===== config.mk =====
export PLATFORM = sky130hd
export DESIGN_NAME = spi_error_irq_dma_support
export DESIGN_NICKNAME = d
export VERILOG_FILES = /design/src/logic/spi_pkg.sv /design/src/logic/spi_error_irq_dma_support.sv
export SDC_FILE = /design/constraint.sdc
export NUM_CORES = 1
export LEC_CHECK = 0
export BUFFER_PORTS_ARGS = -buffer_cell sky130_fd_sc_hd__buf_4
export CAP_MARGIN = 10
export CORE_MARGIN = 2
export CORE_UTILIZATION = 61
export CTS_BUF_LIST = sky130_fd_sc_hd__clkbuf_2
export CTS_CLUSTER_DIAMETER = 120
export CTS_CLUSTER_SIZE = 25
export DETAILED_ROUTE_END_ITERATION = 10
export MAX_ROUTING_LAYER = met4
export PLACE_DENSITY = 0.87
export REMOVE_ABC_BUFFERS = 1
export SETUP_SLACK_MARGIN = 0.3
export SYNTH_ARGS = -nofsm -noshare
export SYNTH_HDL_FRONTEND = slang
export SYNTH_SLANG_ARGS = --single-unit

===== constraint.sdc =====
create_clock -name aclk -period 3.3 [get_ports aclk]
set_input_delay 0.165 -clock aclk [delete_from_list [all_inputs] [get_ports aclk]]
set_output_delay 0.165 -clock aclk [all_outputs]
set_load 0.1 [all_outputs]

===== src/logic/spi_pkg.sv =====
// constants for the serial port error, interrupt and dma support block
// assumes a 10 MHz system clock and an axi4-lite register master
package spi_pkg;
  // ----------------------------------------------------------------
  // register offsets (byte addresses)
  // ----------------------------------------------------------------
  localparam logic [4:0] CTRL_OFS = 5'h00;
  localparam logic [4:0] STAT_OFS = 5'h04;
  localparam logic [4:0] DATA_OFS = 5'h08;
  localparam logic [4:0] MASK_OFS = 5'h0c;
  localparam logic [4:0] CNT_OFS  = 5'h10;
  // ----------------------------------------------------------------
  // field positions
  // ----------------------------------------------------------------
  localparam int CTRL_EN   = 0;
  localparam int CTRL_MSTR = 1;
  localparam int CTRL_TASM = 2;
  localparam int CTRL_CLOCK_PHASE_SELECT = 3;
  localparam int ST_TMSE   = 0;
  localparam int ST_WCOL   = 1;
  localparam int ST_SOVF   = 2;
  localparam int ST_MODF   = 3;
  localparam int ST_RXD    = 4;
  localparam int ST_TXD    = 5;
  localparam int ST_BUSY   = 6;
  localparam int MK_MF     = 0;
  localparam int MK_ERR    = 1;
  localparam int MK_RX     = 2;
  localparam int MK_TX     = 3;
  localparam int MK_END    = 4;
  // ----------------------------------------------------------------
  // reset values, responses, timing
  // ----------------------------------------------------------------
  localparam logic [3:0]  CTRL_RST    = 4'h0;
  localparam logic [4:0]  MASK_RST    = 5'h1f;
  localparam logic [15:0] CNT_RST     = 16'h0000;
  localparam logic [7:0]  DATA_RST    = 8'h00;
  localparam logic [1:0]  RESP_OKAY   = 2'h0;
  localparam logic [1:0]  RESP_SLVERR = 2'h2;
  localparam int          CLK_NS      = 100;
  localparam int          HALF_NS     = 400;
  localparam logic [7:0]  HALF_CYC    = 8'((HALF_NS + CLK_NS - 1) / CLK_NS);
  localparam logic [3:0]  BITS        = 4'h8;
  typedef enum logic {S_IDLE, S_RUN} xfer_e;
endpackage


===== src/logic/spi_error_irq_dma_support.sv =====
// serial port core with error flags, interrupt pulses and dma triggers
// assumes axi4-lite master on aclk; serial pins are asynchronous
// Function
// RULE1: collision write flags, transfer continues, byte dropped
// RULE2: collision detected as master and slave
// RULE3: dma slave tasm 0: collision pulses error
// RULE4: slave unread byte overwritten sets overrun
// RULE5: overrun pulses error only dma tasm 1
// RULE6: four interrupts, scheme chosen by mode bit
// RULE7: compat: fault and combined error pulses only
// RULE8: dma: mode fault rise pulses fault irq
// RULE9: dma: rx and tx done set together; a slave with phase 0 sets tx done later, at deselect
// RULE10: rx done rise pulses; read or w1c clears
// RULE11: tx done rise pulses; write or w1c clears
// RULE12: each interrupt individually maskable
// RULE13: software sets dma mode, two channels
// RULE14: lower channel serves receive trigger
// RULE15: software writes first byte to start
// RULE16: read serviced first clears rx done
// RULE17: master data write clears tx, starts transfer
// RULE18: count decrements, end pulse at zero
// RULE19: dma overrun clears only by writing one
// RULE20: disabled: writes ignored, reads return zero
// RULE21: master auto-shift read clears, restarts transfer
// RULE22: interrupts are one-cycle rising pulses
module spi_error_irq_dma_support (
  input  wire logic        aclk,
  input  wire logic        aresetn,
  input  wire logic [4:0]  s_axi_awaddr,
  input  wire logic        s_axi_awvalid,
  output logic             s_axi_awready,
  input  wire logic [31:0] s_axi_wdata,
  input  wire logic [3:0]  s_axi_wstrb,
  input  wire logic        s_axi_wvalid,
  output logic             s_axi_wready,
  output logic [1:0]       s_axi_bresp,
  output logic             s_axi_bvalid,
  input  wire logic        s_axi_bready,
  input  wire logic [4:0]  s_axi_araddr,
  input  wire logic        s_axi_arvalid,
  output logic             s_axi_arready,
  output logic [31:0]      s_axi_rdata,
  output logic [1:0]       s_axi_rresp,
  output logic             s_axi_rvalid,
  input  wire logic        s_axi_rready,
  input  wire logic        sclk_in,
  output logic             sclk_out,
  output logic             sclk_oe,
  input  wire logic        mosi_in,
  output logic             mosi_out,
  output logic             mosi_oe,
  input  wire logic        miso_in,
  output logic             miso_out,
  output logic             miso_oe,
  input  wire logic        ss_n_in,
  output logic             mode_fault_irq,
  output logic             error_irq,
  output logic             receive_complete_irq,
  output logic             transmit_complete_irq,
  output logic             dma_end_irq
);
  // ----------------------------------------------------------------
  // state
  // ----------------------------------------------------------------
  logic [3:0]  s1_q, s2_q, s3_q, s1_d, s2_d, s3_d;
  logic [3:0]  ctrl_q, ctrl_d;
  logic        tmse_q, tmse_d;
  logic [4:0]  flag_q, flag_d, prev_q, prev_d;
  logic [4:0]  mask_q, mask_d;
  logic [15:0] cnt_q, cnt_d;
  logic [7:0]  shift_q, shift_d;
  logic        unread_q, unread_d;
  spi_pkg::xfer_e st_q, st_d;
  logic [3:0]  bit_q, bit_d;
  logic [7:0]  div_q, div_d;
  logic        aw_got_q, aw_got_d, w_got_q, w_got_d;
  logic [4:0]  waddr_q, waddr_d;
  logic [31:0] wdata_q, wdata_d;
  logic [3:0]  wstrb_q, wstrb_d;
  logic        awr_d, wr_d, bv_d, arr_d, rv_d;
  logic [1:0]  bresp_d, rresp_d;
  logic [31:0] rdata_d;
  logic        sck_d, sck_oe_d, mo_d, mo_oe_d, mi_d, mi_oe_d;
  logic [4:0]  irq_d;
  logic        end_d;
  // flag vector index: 0 wcol 1 sovf 2 modf 3 rx done 4 tx done
  logic        en, mstr, tasm, clock_phase_select, busy, sck_rise, sck_fall, ss_low, ss_rise;
  logic        wr_go, rd_go, wr_data, rd_data, done, mdone;
  logic [4:0]  set, clr, rise;

  assign en   = ctrl_q[spi_pkg::CTRL_EN];
  assign mstr = ctrl_q[spi_pkg::CTRL_MSTR];
  assign tasm = ctrl_q[spi_pkg::CTRL_TASM];
  assign clock_phase_select = ctrl_q[spi_pkg::CTRL_CLOCK_PHASE_SELECT];
  assign busy = (st_q == spi_pkg::S_RUN);
  // input sync order: 0 sclk 1 mosi 2 miso 3 ss_n
  assign sck_rise = s2_q[0] & ~s3_q[0];
  assign sck_fall = ~s2_q[0] & s3_q[0];
  assign ss_low   = ~s2_q[3];
  assign ss_rise  = s2_q[3] & ~s3_q[3];
  assign wr_go    = aw_got_q & w_got_q;
  assign rd_go    = s_axi_arvalid & s_axi_arready;
  assign wr_data  = wr_go & (waddr_q == spi_pkg::DATA_OFS) & wstrb_q[0];
  assign rd_data  = rd_go & (s_axi_araddr == spi_pkg::DATA_OFS);
  assign rise     = flag_q & ~prev_q;

  // ----------------------------------------------------------------
  // next state
  // ----------------------------------------------------------------
  always_comb begin
    s1_d = {ss_n_in, miso_in, mosi_in, sclk_in};
    s2_d = s1_q;
    s3_d = s2_q;
    ctrl_d = ctrl_q;
    tmse_d = tmse_q;
    mask_d = mask_q;
    cnt_d = cnt_q;
    shift_d = shift_q;
    unread_d = unread_q;
    st_d = st_q;
    bit_d = bit_q;
    div_d = div_q;
    sck_d = sclk_out;
    mo_d = mosi_out;
    mi_d = miso_out;
    set = 5'h00;
    clr = 5'h00;
    done = 1'b0;
    mdone = 1'b0;
    end_d = 1'b0;
    aw_got_d = aw_got_q;
    w_got_d = w_got_q;
    waddr_d = waddr_q;
    wdata_d = wdata_q;
    wstrb_d = wstrb_q;
    bv_d = s_axi_bvalid & ~s_axi_bready;
    bresp_d = s_axi_bresp;
    rv_d = s_axi_rvalid & ~s_axi_rready;
    rresp_d = s_axi_rresp;
    rdata_d = s_axi_rdata;
    // ---- serial engine
    if (st_q == spi_pkg::S_RUN && mstr) begin
      div_d = div_q + 8'h01;
      if (div_q == spi_pkg::HALF_CYC - 8'h01) begin
        div_d = 8'h00;
        sck_d = ~sclk_out;
        if (!sclk_out) begin
          shift_d = {shift_q[6:0], s2_q[2]};
          bit_d = bit_q + 4'h1;
        end else if (bit_q == spi_pkg::BITS) begin
          done = 1'b1;
          mdone = 1'b1;
        end else begin
          mo_d = shift_q[7];
        end
      end
    end else if (!mstr && en && ss_low) begin
      if (sck_rise) begin
        st_d = spi_pkg::S_RUN;
        shift_d = {shift_q[6:0], s2_q[1]};
        bit_d = bit_q + 4'h1;
        if (bit_q == spi_pkg::BITS - 4'h1) begin
          done = 1'b1;
        end
      end else if (sck_fall) begin
        mi_d = shift_q[7];
      end
    end
    if (done) begin
      st_d = spi_pkg::S_IDLE;
      bit_d = 4'h0;
      sck_d = 1'b0;
      unread_d = 1'b1;
      set[3] = tmse_q;
      set[4] = tmse_q & (mstr | clock_phase_select); // [RULE9]
      if (!mstr && unread_q) begin
        set[1] = 1'b1; // [RULE4]
      end
    end
    // slave with phase 0 finishes its transmit side at deselect
    if (!mstr && !clock_phase_select && ss_rise && tmse_q && flag_q[3]) begin
      set[4] = 1'b1; // [RULE9]
    end
    if (!mstr && !ss_low && !done) begin
      st_d = spi_pkg::S_IDLE;
      bit_d = 4'h0;
    end
    // ---- mode fault: another master selected us
    if (mstr && en && ss_low) begin
      set[2] = 1'b1;
      ctrl_d[spi_pkg::CTRL_EN] = 1'b0;
      ctrl_d[spi_pkg::CTRL_MSTR] = 1'b0;
      st_d = spi_pkg::S_IDLE;
      bit_d = 4'h0;
      sck_d = 1'b0;
    end
    // ---- axi write channel
    if (s_axi_awvalid && s_axi_awready) begin
      aw_got_d = 1'b1;
      waddr_d = s_axi_awaddr;
    end
    if (s_axi_wvalid && s_axi_wready) begin
      w_got_d = 1'b1;
      wdata_d = s_axi_wdata;
      wstrb_d = s_axi_wstrb;
    end
    if (wr_go) begin
      aw_got_d = 1'b0;
      w_got_d = 1'b0;
      bv_d = 1'b1;
      bresp_d = spi_pkg::RESP_OKAY;
      if (waddr_q == spi_pkg::CTRL_OFS) begin
        // control is locked while a mode fault is pending
        if (wstrb_q[0] && !flag_q[2]) begin
          ctrl_d = wdata_q[3:0];
        end
      end else if (waddr_q == spi_pkg::STAT_OFS) begin
        if (wstrb_q[0]) begin
          tmse_d = wdata_q[spi_pkg::ST_TMSE];
          clr = {wdata_q[spi_pkg::ST_TXD], wdata_q[spi_pkg::ST_RXD],
                 wdata_q[spi_pkg::ST_MODF], wdata_q[spi_pkg::ST_SOVF],
                 wdata_q[spi_pkg::ST_WCOL]}; // [RULE19]
          if (!wdata_q[spi_pkg::ST_TMSE]) begin
            clr[4:3] = 2'h3;
          end
        end
      end else if (waddr_q == spi_pkg::DATA_OFS) begin
        if (wstrb_q[0] && en) begin // [RULE20]
          if (busy) begin
            set[0] = 1'b1; // [RULE1] [RULE2]
          end else begin
            shift_d = wdata_q[7:0];
            clr[4] = 1'b1; // [RULE11]
            if (mstr) begin
              st_d = spi_pkg::S_RUN; // [RULE17]
              div_d = 8'h00;
              sck_d = 1'b0;
              mo_d = wdata_q[7];
            end else begin
              mi_d = wdata_q[7];
            end
          end
        end
      end else if (waddr_q == spi_pkg::MASK_OFS) begin
        if (wstrb_q[0]) begin
          mask_d = wdata_q[4:0];
        end
      end else if (waddr_q == spi_pkg::CNT_OFS) begin
        if (wstrb_q[0]) begin
          cnt_d[7:0] = wdata_q[7:0];
        end
        if (wstrb_q[1]) begin
          cnt_d[15:8] = wdata_q[15:8];
        end
      end else begin
        bresp_d = spi_pkg::RESP_SLVERR;
      end
    end
    // ---- axi read channel
    if (rd_go) begin
      rv_d = 1'b1;
      rresp_d = spi_pkg::RESP_OKAY;
      rdata_d = 32'h0000_0000;
      if (s_axi_araddr == spi_pkg::CTRL_OFS) begin
        rdata_d[3:0] = ctrl_q;
      end else if (s_axi_araddr == spi_pkg::STAT_OFS) begin
        rdata_d[6:0] = {busy, flag_q, tmse_q};
      end else if (s_axi_araddr == spi_pkg::DATA_OFS) begin
        if (en) begin
          rdata_d[7:0] = shift_q; // [RULE20]
          unread_d = 1'b0;
          clr[3] = 1'b1; // [RULE10] [RULE16]
          if (tmse_q && mstr && tasm && !busy) begin
            shift_d = 8'h00; // [RULE21]
            st_d = spi_pkg::S_RUN;
            div_d = 8'h00;
            sck_d = 1'b0;
            mo_d = 1'b0;
          end
        end
      end else if (s_axi_araddr == spi_pkg::MASK_OFS) begin
        rdata_d[4:0] = mask_q;
      end else if (s_axi_araddr == spi_pkg::CNT_OFS) begin
        rdata_d[15:0] = cnt_q;
      end else begin
        rresp_d = spi_pkg::RESP_SLVERR;
      end
    end
    // ---- dma block count: one step per byte moved
    if (tmse_q && cnt_q != 16'h0000 &&
        (mask_q[spi_pkg::MK_RX] ? rd_data && en : wr_data && en && !busy)) begin
      cnt_d = cnt_q - 16'h0001; // [RULE18]
      end_d = (cnt_q == 16'h0001) & mask_q[spi_pkg::MK_END];
    end
    // set wins over any clear in the same cycle
    flag_d = (flag_q & ~clr) | set;
    prev_d = flag_q;
    // ---- interrupt pulses on flag rising edges, gated by mask
    irq_d[0] = rise[2]; // [RULE8]
    if (tmse_q) begin
      irq_d[1] = ~mstr & ((~tasm & rise[0]) | (tasm & rise[1])); // [RULE3] [RULE5]
      irq_d[2] = rise[3]; // [RULE10]
      irq_d[3] = rise[4]; // [RULE11]
    end else begin
      irq_d[1] = (rise[0] | rise[1]) & ~(flag_q[0] & prev_q[1]) // [RULE7]
                 & ~(flag_q[1] & prev_q[0]);
      irq_d[2] = 1'b0;
      irq_d[3] = 1'b0;
    end
    irq_d[4] = 1'b0;
    irq_d = irq_d & mask_q; // [RULE6] [RULE12] [RULE22]
    // ---- pin drivers: outputs released while disabled
    sck_oe_d = en & ctrl_d[spi_pkg::CTRL_MSTR];
    mo_oe_d  = sck_oe_d;
    mi_oe_d  = en & ~ctrl_d[spi_pkg::CTRL_MSTR] & ss_low;
    awr_d = ~aw_got_d & ~bv_d;
    wr_d  = ~w_got_d & ~bv_d;
    arr_d = ~rv_d;
  end

  // ----------------------------------------------------------------
  // registers
  // ----------------------------------------------------------------
  always_ff @(posedge aclk) begin
    if (!aresetn) begin
      // idle pin levels (select high, clock low) so no false edge follows reset
      s1_q <= 4'h8;
      s2_q <= 4'h8;
      s3_q <= 4'h8;
      ctrl_q <= spi_pkg::CTRL_RST;
      tmse_q <= 1'b0;
      flag_q <= 5'h00;
      prev_q <= 5'h00;
      mask_q <= spi_pkg::MASK_RST;
      cnt_q <= spi_pkg::CNT_RST;
      shift_q <= spi_pkg::DATA_RST;
      unread_q <= 1'b0;
      st_q <= spi_pkg::S_IDLE;
      bit_q <= 4'h0;
      div_q <= 8'h00;
      aw_got_q <= 1'b0;
      w_got_q <= 1'b0;
      waddr_q <= 5'h00;
      wdata_q <= 32'h0000_0000;
      wstrb_q <= 4'h0;
      s_axi_awready <= 1'b0;
      s_axi_wready <= 1'b0;
      s_axi_bvalid <= 1'b0;
      s_axi_bresp <= spi_pkg::RESP_OKAY;
      s_axi_arready <= 1'b0;
      s_axi_rvalid <= 1'b0;
      s_axi_rresp <= spi_pkg::RESP_OKAY;
      s_axi_rdata <= 32'h0000_0000;
      sclk_out <= 1'b0;
      sclk_oe <= 1'b0;
      mosi_out <= 1'b0;
      mosi_oe <= 1'b0;
      miso_out <= 1'b0;
      miso_oe <= 1'b0;
      {dma_end_irq, transmit_complete_irq, receive_complete_irq,
       error_irq, mode_fault_irq} <= 5'h00;
    end else begin
      s1_q <= s1_d;
      s2_q <= s2_d;
      s3_q <= s3_d;
      ctrl_q <= ctrl_d;
      tmse_q <= tmse_d;
      flag_q <= flag_d;
      prev_q <= prev_d;
      mask_q <= mask_d;
      cnt_q <= cnt_d;
      shift_q <= shift_d;
      unread_q <= unread_d;
      st_q <= st_d;
      bit_q <= bit_d;
      div_q <= div_d;
      aw_got_q <= aw_got_d;
      w_got_q <= w_got_d;
      waddr_q <= waddr_d;
      wdata_q <= wdata_d;
      wstrb_q <= wstrb_d;
      s_axi_awready <= awr_d;
      s_axi_wready <= wr_d;
      s_axi_bvalid <= bv_d;
      s_axi_bresp <= bresp_d;
      s_axi_arready <= arr_d;
      s_axi_rvalid <= rv_d;
      s_axi_rresp <= rresp_d;
      s_axi_rdata <= rdata_d;
      sclk_out <= sck_d;
      sclk_oe <= sck_oe_d;
      mosi_out <= mo_d;
      mosi_oe <= mo_oe_d;
      miso_out <= mi_d;
      miso_oe <= mi_oe_d;
      {transmit_complete_irq, receive_complete_irq, error_irq,
       mode_fault_irq} <= irq_d[3:0];
      dma_end_irq <= end_d;
    end
  end
endmodule


==> results of run 1 <==
==> metrics by stage <==
stage | power [mW] | worst slack, ns | util [%]
2_1_floorplan | 1.85 | 0.569 | -
3_3_place_gp | 1.94 | 0.735 | 69.2
3_5_place_dp | 1.95 | 0.681 | 69.2
4_1_cts | 2.91 | 0.633 | 77.4
5_1_grt | 3.03 | 0.345 | 77.4
6_report | 2.93 | 0.601 | 77.4
==> synthesized netlist by cell type (4+ instances only) <==
library cell,instances
dfxtp_1,126
nand2_1,100
a21oi_1,60
nor2_1,49
nand3_1,25
clkbuf_1,24
o21ai_0,24
buf_4,19
and2_1,18
and3_1,14
nor3_1,13
inv_1,12
mux2i_1,12
a311oi_1,9
nand4_1,9
xor2_1,8
a211oi_1,7
a221oi_1,6
a222oi_1,6
a31oi_1,6
ha_1,6
nand2b_1,6
nor2b_1,6
o211ai_1,6
and4_1,5
nor4_1,5
mux2_2,4
==> critical path, delay by kind of cell (launching register included) <==
kind,cells,cell delay (ns)
flip-flops,1,0.41
buffers and inverters,1,0.11
AND/OR/NAND/NOR,3,1.04
AO/OA/AOI/OAI,3,0.85
adder cells (fa/ha/maj),1,0.19
==> what timing repair did <==
action / in CTS / in global routing
endpoints found under the hold margin: 68 / 0
resized for setup: 0 / 0
setup buffers: 0 / 0
setup endpoints to repair: 0 / 0
hold buffers: 48 / 0
==> area by class of cell <==
cell class                 instances  area (um^2)  share of cell area [%]
clock buffer                      17         85.1                    1.26
clock inverter                    15          150                    2.21
inverter                          12         45.0                   0.664
multi-input combinational        477         2780                    40.9
sequential                       126         2520                    37.2
tap                              108          135                    1.99
timing repair buffer             126         1070                    15.7
==> path summary, 6_finish.rpt <==
kind | startpoint | end | slack (ns)
worst max-delay path | cnt_q[0] | cnt_q[13] | 0.60
worst min-delay path | s_axi_araddr[2] | unread_q | 0.03
worst min register to register | prev_q[4] | transmit_complete_irq | 0.39
worst max register to register | cnt_q[0] | cnt_q[13] | 0.60
==> metal layers <==
layer	GRT usage (%)	routed length [um]	vias to the layer above
met3	8.85	1290	55
met4	14.9	420	0
met5	-	0	-
li1	-	-	2519
met2	55.2	7800	293
met1	40.1	6400	2581
==> logic make-up after synthesis <==
kind of cell / Yosys count / synth area share [%]
AOI/OAI and AO/OA: 146 / 17.2
muxes: 16 / 2.98
buffers and inverters: 61 / 5.70
other: 1 / 0.0676
DFF: 126 / 45.4
and+or+nand+nor: 280 / 25.5
xor gates and xnor gates: 11 / 1.74
adders and majority gates: 6 / 1.35
==> report_power, final <==
group / leakage, nW / internal, mW / switching (mW) / total, mW
Clock: 0.131 / 0.295 / 0.657 / 0.952
Combinational: 1.54 / 0.112 / 0.272 / 0.384
Sequential: 1.02 / 1.56 / 0.0337 / 1.59
==> flip-flops by register name, summed over array words and instances, names as in the netlist, 5 cells and up <==
signal and cells:
flag_q 5, div_q 8, shift_q 8, waddr_q 5
wdata_q 16, prev_q 5, s_axi_rdata 16, mask_q 5
cnt_q 16
==> flow_summary.yaml, run 1 <==
timing:
  relSlewSlack_pct: 32.7
  period_share_pct: 81.8
  hold_viol: 0
  max_freq_ghz: 0.370
  fin_crit_ns: 2.70
  timing.hold.ws_ns: 0.0342
  skew_ns: 0.0282
  rsz0062_at_grt: "false"
  finalMaxSlewViolations: 0
  tns_ns: 0
  tightestPinTransition_ns: 1.01
  setup_violations: 0
floorplan:
  dieArea_um2: 9880
  chipWidth_um: 99.4
  die-height_um: 99.4
  core-area_um2: 8760
  start_util_pct: 63.3
  rows: 34
  io_pins: 109
route:
  vias: 5448
  drt_wl_total_um: 15900
  avgRoutedWirePerCell_um: 18.1
  drt-pass1-iter-count: 7
  drt_drc_violations_left: 0
  via_per_inst: 6.18
  antenna_left: 0
  drt-initial-drc-count: 421
place:
  placedCellCount: 801
  hpwl_um: 9980
  io_buffers: 72
  placed_cell_area_um2: 6060
  routabilityCongestion: 0.935
worst_setup_path:
  required_ns: 3.88
  critPathSlowestCell: "nor4b_1"
  critical-path-max-stage-delay_ns: 0.49
  cp-start-kind: "flip-flop"
  crit_arrival_ns: 3.28
  critPathKind: "flip-flop to flip-flop"
  reg2regPathDepth: 8
  cp_max_fo: 18
  worstPathCellList: "inv_1 > ha_1 > nor4b_1 > nand4_1 > o21ai_2 > nand2_2 > o211a_1 > o31a_1"
  cp-end-kind: "flip-flop"
hold_path:
  min-delay-path-class: "primary input to flip-flop"
  whs_path_depth: 4
layout:
  nNetsFinal: 823
  layout_commonest_cell: "dfxtp_1"
  area_delta_synth_final_pct: 22.1
  final_cells: 881
  drive_above_1_share_pct: 15.9
  layout_common_cells: "dfxtp_1 (126), nand2_1 (100), buf_4 (78), a21oi_1 (60), nor2_1 (49)"
  design_area_um2: 6780
  diodes: 0
  nFillCells: 600
clock_network:
  clockBufferDepth: 2
  clkSinkCount: 126
  clk_pin_slew_ns: 0.20
  clkLatencyLatePin_ns: 0.69
  cts-root-buf: "clkbuf_2"
  htreeDepth: 4
  cts_tree: "done"
  cts_made_buffers: 17
global_routing:
  antenna_found_initial: 0
  grt_pass1_wl_um: 25900
  track_usage_pct: 34.1
  grt_pass1_vias: 5372
  grt_overflow: 0
  grt_max_degree: 58
synth:
  synthCells: 647
  syn_area_per_cell_um2: 8.58
  async_reset_ff_share_pct: 0
  yosys_warnings: 0
  synthesis.area_um2: 5550
  synth_top_cell_by_area: "dfxtp_1"
  ys_seq_elements: 126
  ys_types: 66
  synth_top_area_share_pct: 45.4
  synth_top_flop_cell: "dfxtp_1"
  yosysSeqAreaShare_pct: 45.4
  synth_edf_count: 0
  synthTopCellsByArea: "dfxtp_1 (45%), nand2_1 (6.8%), a21oi_1 (5.4%)"
power:
  p_per_area_nw_per_um2: 432
  peakVddDrop_mv: 0.267
  leakage_nw: 2.69
outcome:
  status: "finished clean"
job:
  max-cap-violations: 0
Note: power is estimated with default switching activity, not from simulation.
==> inputs of run 2 (changes only) <==
CORE_UTILIZATION = 57   (was 61)
PLACE_DENSITY = 0.82   (was 0.87)
clock period = 2.5 ns   (was 3.3 ns; I/O delays follow)
==> run 2 against run 1 <==
Total power up 33%. Critical path depth is 2 lower. Non-clock buffer count increased by 28. Maximum frequency is 25% higher. Setup slack got worse by 0.25 ns. Final cell count grew 6.0%. Via count shrank 0.79%. Sequential share of layout area shrank 1.6 points. Critical path type unchanged.
==> flow_summary.yaml, run 2 (same netlist as run 1, synthesis figures left out) <==
outcome:
  status: "finished clean"
floorplan:
  core-area_um2: 9590
  die-height_um: 103
  dieArea_um2: 10500
  start_util_pct: 57.9
  rows: 36
  io_pins: 109
  chipWidth_um: 103
worst_setup_path:
  cp-start-kind: "flip-flop"
  reg2regPathDepth: 6
  critical-path-top-delay-family: "simple AND/OR/NAND/NOR gates"
  critical-path-max-stage-delay_ns: 0.52
  cp-end-kind: "flip-flop"
  critPathKind: "flip-flop to flip-flop"
  crit_arrival_ns: 2.76
  critPathSlowestCell: "or4_4"
  worst-path-stages: 6
  worst-path-buf-inv: 0
  required_ns: 3.10
  cp_max_fo: 8
  worstPathCellList: "or4_1 > or4_4 > o21ai_2 > nand4_1 > xor2_1 > nor2_1"
hold_path:
  min-delay-path-class: "primary input to flip-flop"
  whs_path_depth: 5
place:
  hpwl_um: 10400
  routabilityCongestion: 0.934
  io_buffers: 72
layout:
  nNetsFinal: 852
  drive_above_1_share_pct: 21.5
  register_area_um2: 2540
  nFillCells: 707
  reg_top3: "cnt_q (16), s_axi_rdata (16), wdata_q (16)"
  layout_common_cells: "dfxtp_1 (116), buf_4 (105), nand2_1 (100), a21oi_1 (60)"
  area_delta_synth_final_pct: 28.5
  layout_commonest_cell: "dfxtp_1"
  multi_input_comb_area_um2: 2870
global_routing:
  grt_max_degree: 58
  grt_pass1_wl_um: 25400
  antenna_found_initial: 1
  track_usage_pct: 32.5
  grt_pass1_vias: 5082
  grt_overflow: 0
timing:
  skew_ns: 0.0285
  finalMaxSlewViolations: 0
  relSlewSlack_pct: 53.4
  rsz0062_at_grt: "false"
  timing.hold.ws_ns: 0.0721
  tightestPinTransition_ns: 0.699
  max_freq_ghz: 0.465
  setup_violations: 0
  hold_viol: 0
  period_share_pct: 86.1
  fin_crit_ns: 2.15
route:
  avgRoutedWirePerCell_um: 17.2
  vias: 5405
  antenna_left: 0
  drt-pass1-iter-count: 5
  drt_wl_total_um: 16100
  drt-initial-drc-count: 365
  via_per_inst: 5.79
  drt_drc_violations_left: 0
power:
  leakage_nw: 2.90
  finalPower_mw: 3.89
  peakVddDrop_mv: 0.318
  p_per_area_nw_per_um2: 546
clock_network:
  cts-root-buf: "clkbuf_2"
  clkLatencyLatePin_ns: 0.69
  cts_made_buffers: 17
  clkSinkCount: 126
  htreeDepth: 4
  cts_tree: "done"
  clk_pin_slew_ns: 0.18
  clockBufferDepth: 2
job:
  max-cap-violations: 0
## run 2: final timing paths
check | start | to | slack (ns)
worst max-delay path | div_q[2] | bit_q[3] | 0.35
worst min-delay path | s_axi_araddr[3] | s_axi_rdata[4] | 0.07
worst max register to register | div_q[2] | bit_q[3] | 0.35
worst min register to register | prev_q[4] | transmit_complete_irq | 0.40
## run 2: layout make-up
class | instances | area share [%]
Antenna cell | 1 | 0.0351
Clock buffer | 22 | 1.54
Clock inverter | 8 | 1.65
Inverter | 12 | 0.632
Multi-Input combinational cell | 478 | 40.3
Sequential cell | 126 | 35.6
Tap cell | 133 | 2.33
Timing Repair Buffer | 154 | 17.9
## run 2: what timing repair did
| item | 4_1_cts | 5_1_grt |
|---|---|---|
| hold buffers | 48 | 0 |
| resized for setup | 4 | 27 |
| endpoints found under the hold margin | 74 | 0 |
| endpoints found under the setup margin | 19 | 21 |
| pin swaps | 0 | 1 |
| cloned | 0 | 1 |
| setup buffers | 0 | 6 |
## run 2: metrics by stage
stage	worst slack (ns)	cells	utilization, %	TNS, ns	area, um^2
CTS	0.295	926	72.7	0	6980
floorplan	-0.231	615	-	-0.751	5340
global placement	0.269	848	65.2	0	6260
global route	0.299	934	74.3	0	7130
detailed placement	0.242	848	65.2	0	6260
finish	0.348	934	74.3	0	7130
## run 2: worst reg2reg max path, stage by stage, from the launching register on
cell and delay [ns]:
dfxtp_2 0.38, or4_1 0.51, or4_4 0.52, o21ai_2 0.29, nand4_1 0.15, xor2_1 0.16
nor2_1 0.05
## run 2: power breakdown
group / switching [mW] / internal (mW)
sequential: 0.0431 / 2.05
combinational: 0.357 / 0.151
clock: 0.726 / 0.562
## run 2: layer usage
layer	vias up	GRT usage [%]	routed length [um]
met5	-	-	0
li1	2577	-	-
met2	229	51.4	7790
met3	38	7.39	1110
met1	2561	40.6	6770
met4	0	12.1	400
==> inputs of run 3 (changes only) <==
RECOVER_POWER = 50   (was unset)
==> run 3 against run 2 <==
Final cell count unchanged. Utilization is 0.91 points lower. Worst hold slack barely moved. Critical endpoint is now unread_q. Non-clock buffer count is the same. Flip-flop and latch count stayed put.
==> flow_summary.yaml, run 3 (same netlist as run 1, synthesis figures left out) <==
power:
  net-switching-power_mw: 1.12
  p_per_area_nw_per_um2: 551
  comb_power_share_pct: 12.9
  peakVddDrop_mv: 0.318
  leakage_nw: 2.79
  clkPwrFrac_pct: 33.1
  p_seq_share_pct: 54.0
  swShare_pct: 29.0
  p_int_mw: 2.76
route:
  via_per_inst: 5.77
  drt-initial-drc-count: 334
  antenna_left: 0
  vias: 5391
  drt-pass1-iter-count: 7
  avgRoutedWirePerCell_um: 17.3
  drt_drc_violations_left: 0
  drt_wl_total_um: 16100
worst_setup_path:
  worst-path-stages: 6
  critPathSlowestCell: "or4_4"
  crit_end: "unread_q"
  cp-end-kind: "flip-flop"
  required_ns: 3.09
  critical-path-top-delay-family: "simple AND/OR/NAND/NOR gates"
  reg2reg_slack_ns: 0.34
  r2r-end: "unread_q"
  critical-path-max-stage-delay_ns: 0.53
  worstPathCellList: "or4_1 > or4_4 > o32ai_4 > buf_4 > nor2_1 > nor3_1"
  cp-start-kind: "flip-flop"
  crit_arrival_ns: 2.75
  cp_max_fo: 8
  critPathKind: "flip-flop to flip-flop"
  crit_start: "div_q[2]"
  reg2regPathDepth: 6
  worst-path-buf-inv: 1
  reg2reg_from: "div_q[2]"
global_routing:
  grt_max_degree: 58
  grt_pass1_wl_um: 25400
  track_usage_pct: 32.5
  grt_pass1_vias: 5082
  antenna_found_initial: 1
  grt_overflow: 0
layout:
  nNetsFinal: 852
  layout_common_cells: "dfxtp_1 (117), nand2_1 (100), buf_4 (82), a21oi_1 (60)"
  layout_commonest_cell: "dfxtp_1"
  reg_top3: "cnt_q (16), s_axi_rdata (16), wdata_q (16)"
  drive_above_1_share_pct: 18.5
  final_util_pct: 73.4
  nFillCells: 734
  area_delta_synth_final_pct: 26.9
hold_path:
  min-delay-path-class: "primary input to flip-flop"
outcome:
  status: "finished clean"
clock_network:
  cts_made_buffers: 17
  clk_pin_slew_ns: 0.19
  cts_tree: "done"
  htreeDepth: 4
  clkLatencyLatePin_ns: 0.70
  clkSinkCount: 126
  cts-root-buf: "clkbuf_2"
  clockBufferDepth: 2
floorplan:
  dieArea_um2: 10500
  start_util_pct: 57.9
  core-area_um2: 9590
  chipWidth_um: 103
  die-height_um: 103
  io_pins: 109
  rows: 36
job:
  max-cap-violations: 0
timing:
  rsz0062_at_grt: "false"
  tns_ns: 0
  setup_violations: 0
  period_share_pct: 86.2
  fin_crit_ns: 2.16
  hold_viol: 0
  max_freq_ghz: 0.464
  finalMaxSlewViolations: 0
  skew_ns: 0.0288
  tightestPinTransition_ns: 1.20
  relSlewSlack_pct: 20.3
place:
  routabilityCongestion: 0.934
  hpwl_um: 10400
  io_buffers: 72
-- run 3: changes by cell type in the layout (fill, tap and decap cells not counted) --
cell,change
buf_4,-23
clkbuf_1,+23
and2_0,+8
and2_1,-8
dfxtp_1,+1
dfxtp_2,-1
-- run 3: area by class of cell --
type | count | area [um^2] | area share [%]
Tap cell | 133 | 166 | 2.36
Clock buffer | 22 | 110 | 1.56
Timing Repair Buffer | 154 | 1190 | 16.9
Inverter | 12 | 45.0 | 0.639
Antenna cell | 1 | 2.50 | 0.0355
Sequential cell | 126 | 2540 | 36.0
Multi-Input combinational cell | 478 | 2870 | 40.8
Clock inverter | 8 | 118 | 1.67
-- run 3: worst min path at each step --
stage | from | to | cells past startpoint
after floorplan | aresetn | mask_q[0] | 1
after CTS | s_axi_araddr[3] | s_axi_rdata[4] | 5
after global placement | ss_n_in | s1_q[3] | 2
after detailed placement | ss_n_in | s1_q[3] | 2
after global routing | s_axi_araddr[3] | s_axi_rdata[4] | 5
final | s_axi_araddr[3] | s_axi_rdata[4] | 5
-- run 3: worst register-to-register path, delay by kind of cell, from the launching register on --
kind / cells / cell delay (ns)
and+or+nand+nor: 4 / 1.27
DFF: 1 / 0.38
buffers and inverters: 1 / 0.20
AOI/OAI and AO/OA: 1 / 0.19
-- run 3: per-layer routing --
| layer | track usage [%] | wire length, um | share of wire [%] |
|---|---|---|---|
| met1 | 40.6 | 6850 | 42 |
| met2 | 51.4 | 7760 | 48 |
| met3 | 7.39 | 1180 | 7.3 |
| met4 | 12.1 | 336 | 2.1 |
| met5 | - | 0 | 0 |
-- run 3: per-stage QoR --
| step | setup WS (ns) | cell area (um^2) | cells | total power, mW | hold slack [ns] |
|---|---|---|---|---|---|
| floorplan | -0.231 | 5340 | 615 | 2.44 | 0.187 |
| global placement | 0.269 | 6260 | 848 | 2.56 | 0.316 |
| detailed placement | 0.242 | 6260 | 848 | 2.57 | 0.314 |
| CTS | 0.295 | 6980 | 926 | 3.87 | 0.0425 |
| global route | 0.193 | 7040 | 934 | 4.01 | 0.0602 |
| finish | 0.344 | 7040 | 934 | 3.88 | 0.0717 |
-- run 3: power groups by stage --
| stage | sequential, mW | clock (mW) | combinational [mW] |
|---|---|---|---|
| 4_1_cts | 2.09 | 1.29 | 0.495 |
| 3_5_place_dp | 2.14 | 0 | 0.437 |
| 2_1_floorplan | 2.23 | 0 | 0.210 |
| 6_report | 2.10 | 1.29 | 0.502 |
| 5_1_grt | 2.10 | 1.38 | 0.528 |
| 3_3_place_gp | 2.13 | 0 | 0.431 |
-- run 3: timing repair --
item | CTS | global route
hold buffers | 48 | 0
setup endpoints to repair | 19 | 21
endpoints found under the hold margin | 74 | 0
setup buffers | 0 | 6
gates cloned | 0 | 1
resized for setup | 4 | 27
pin swaps | 0 | 1
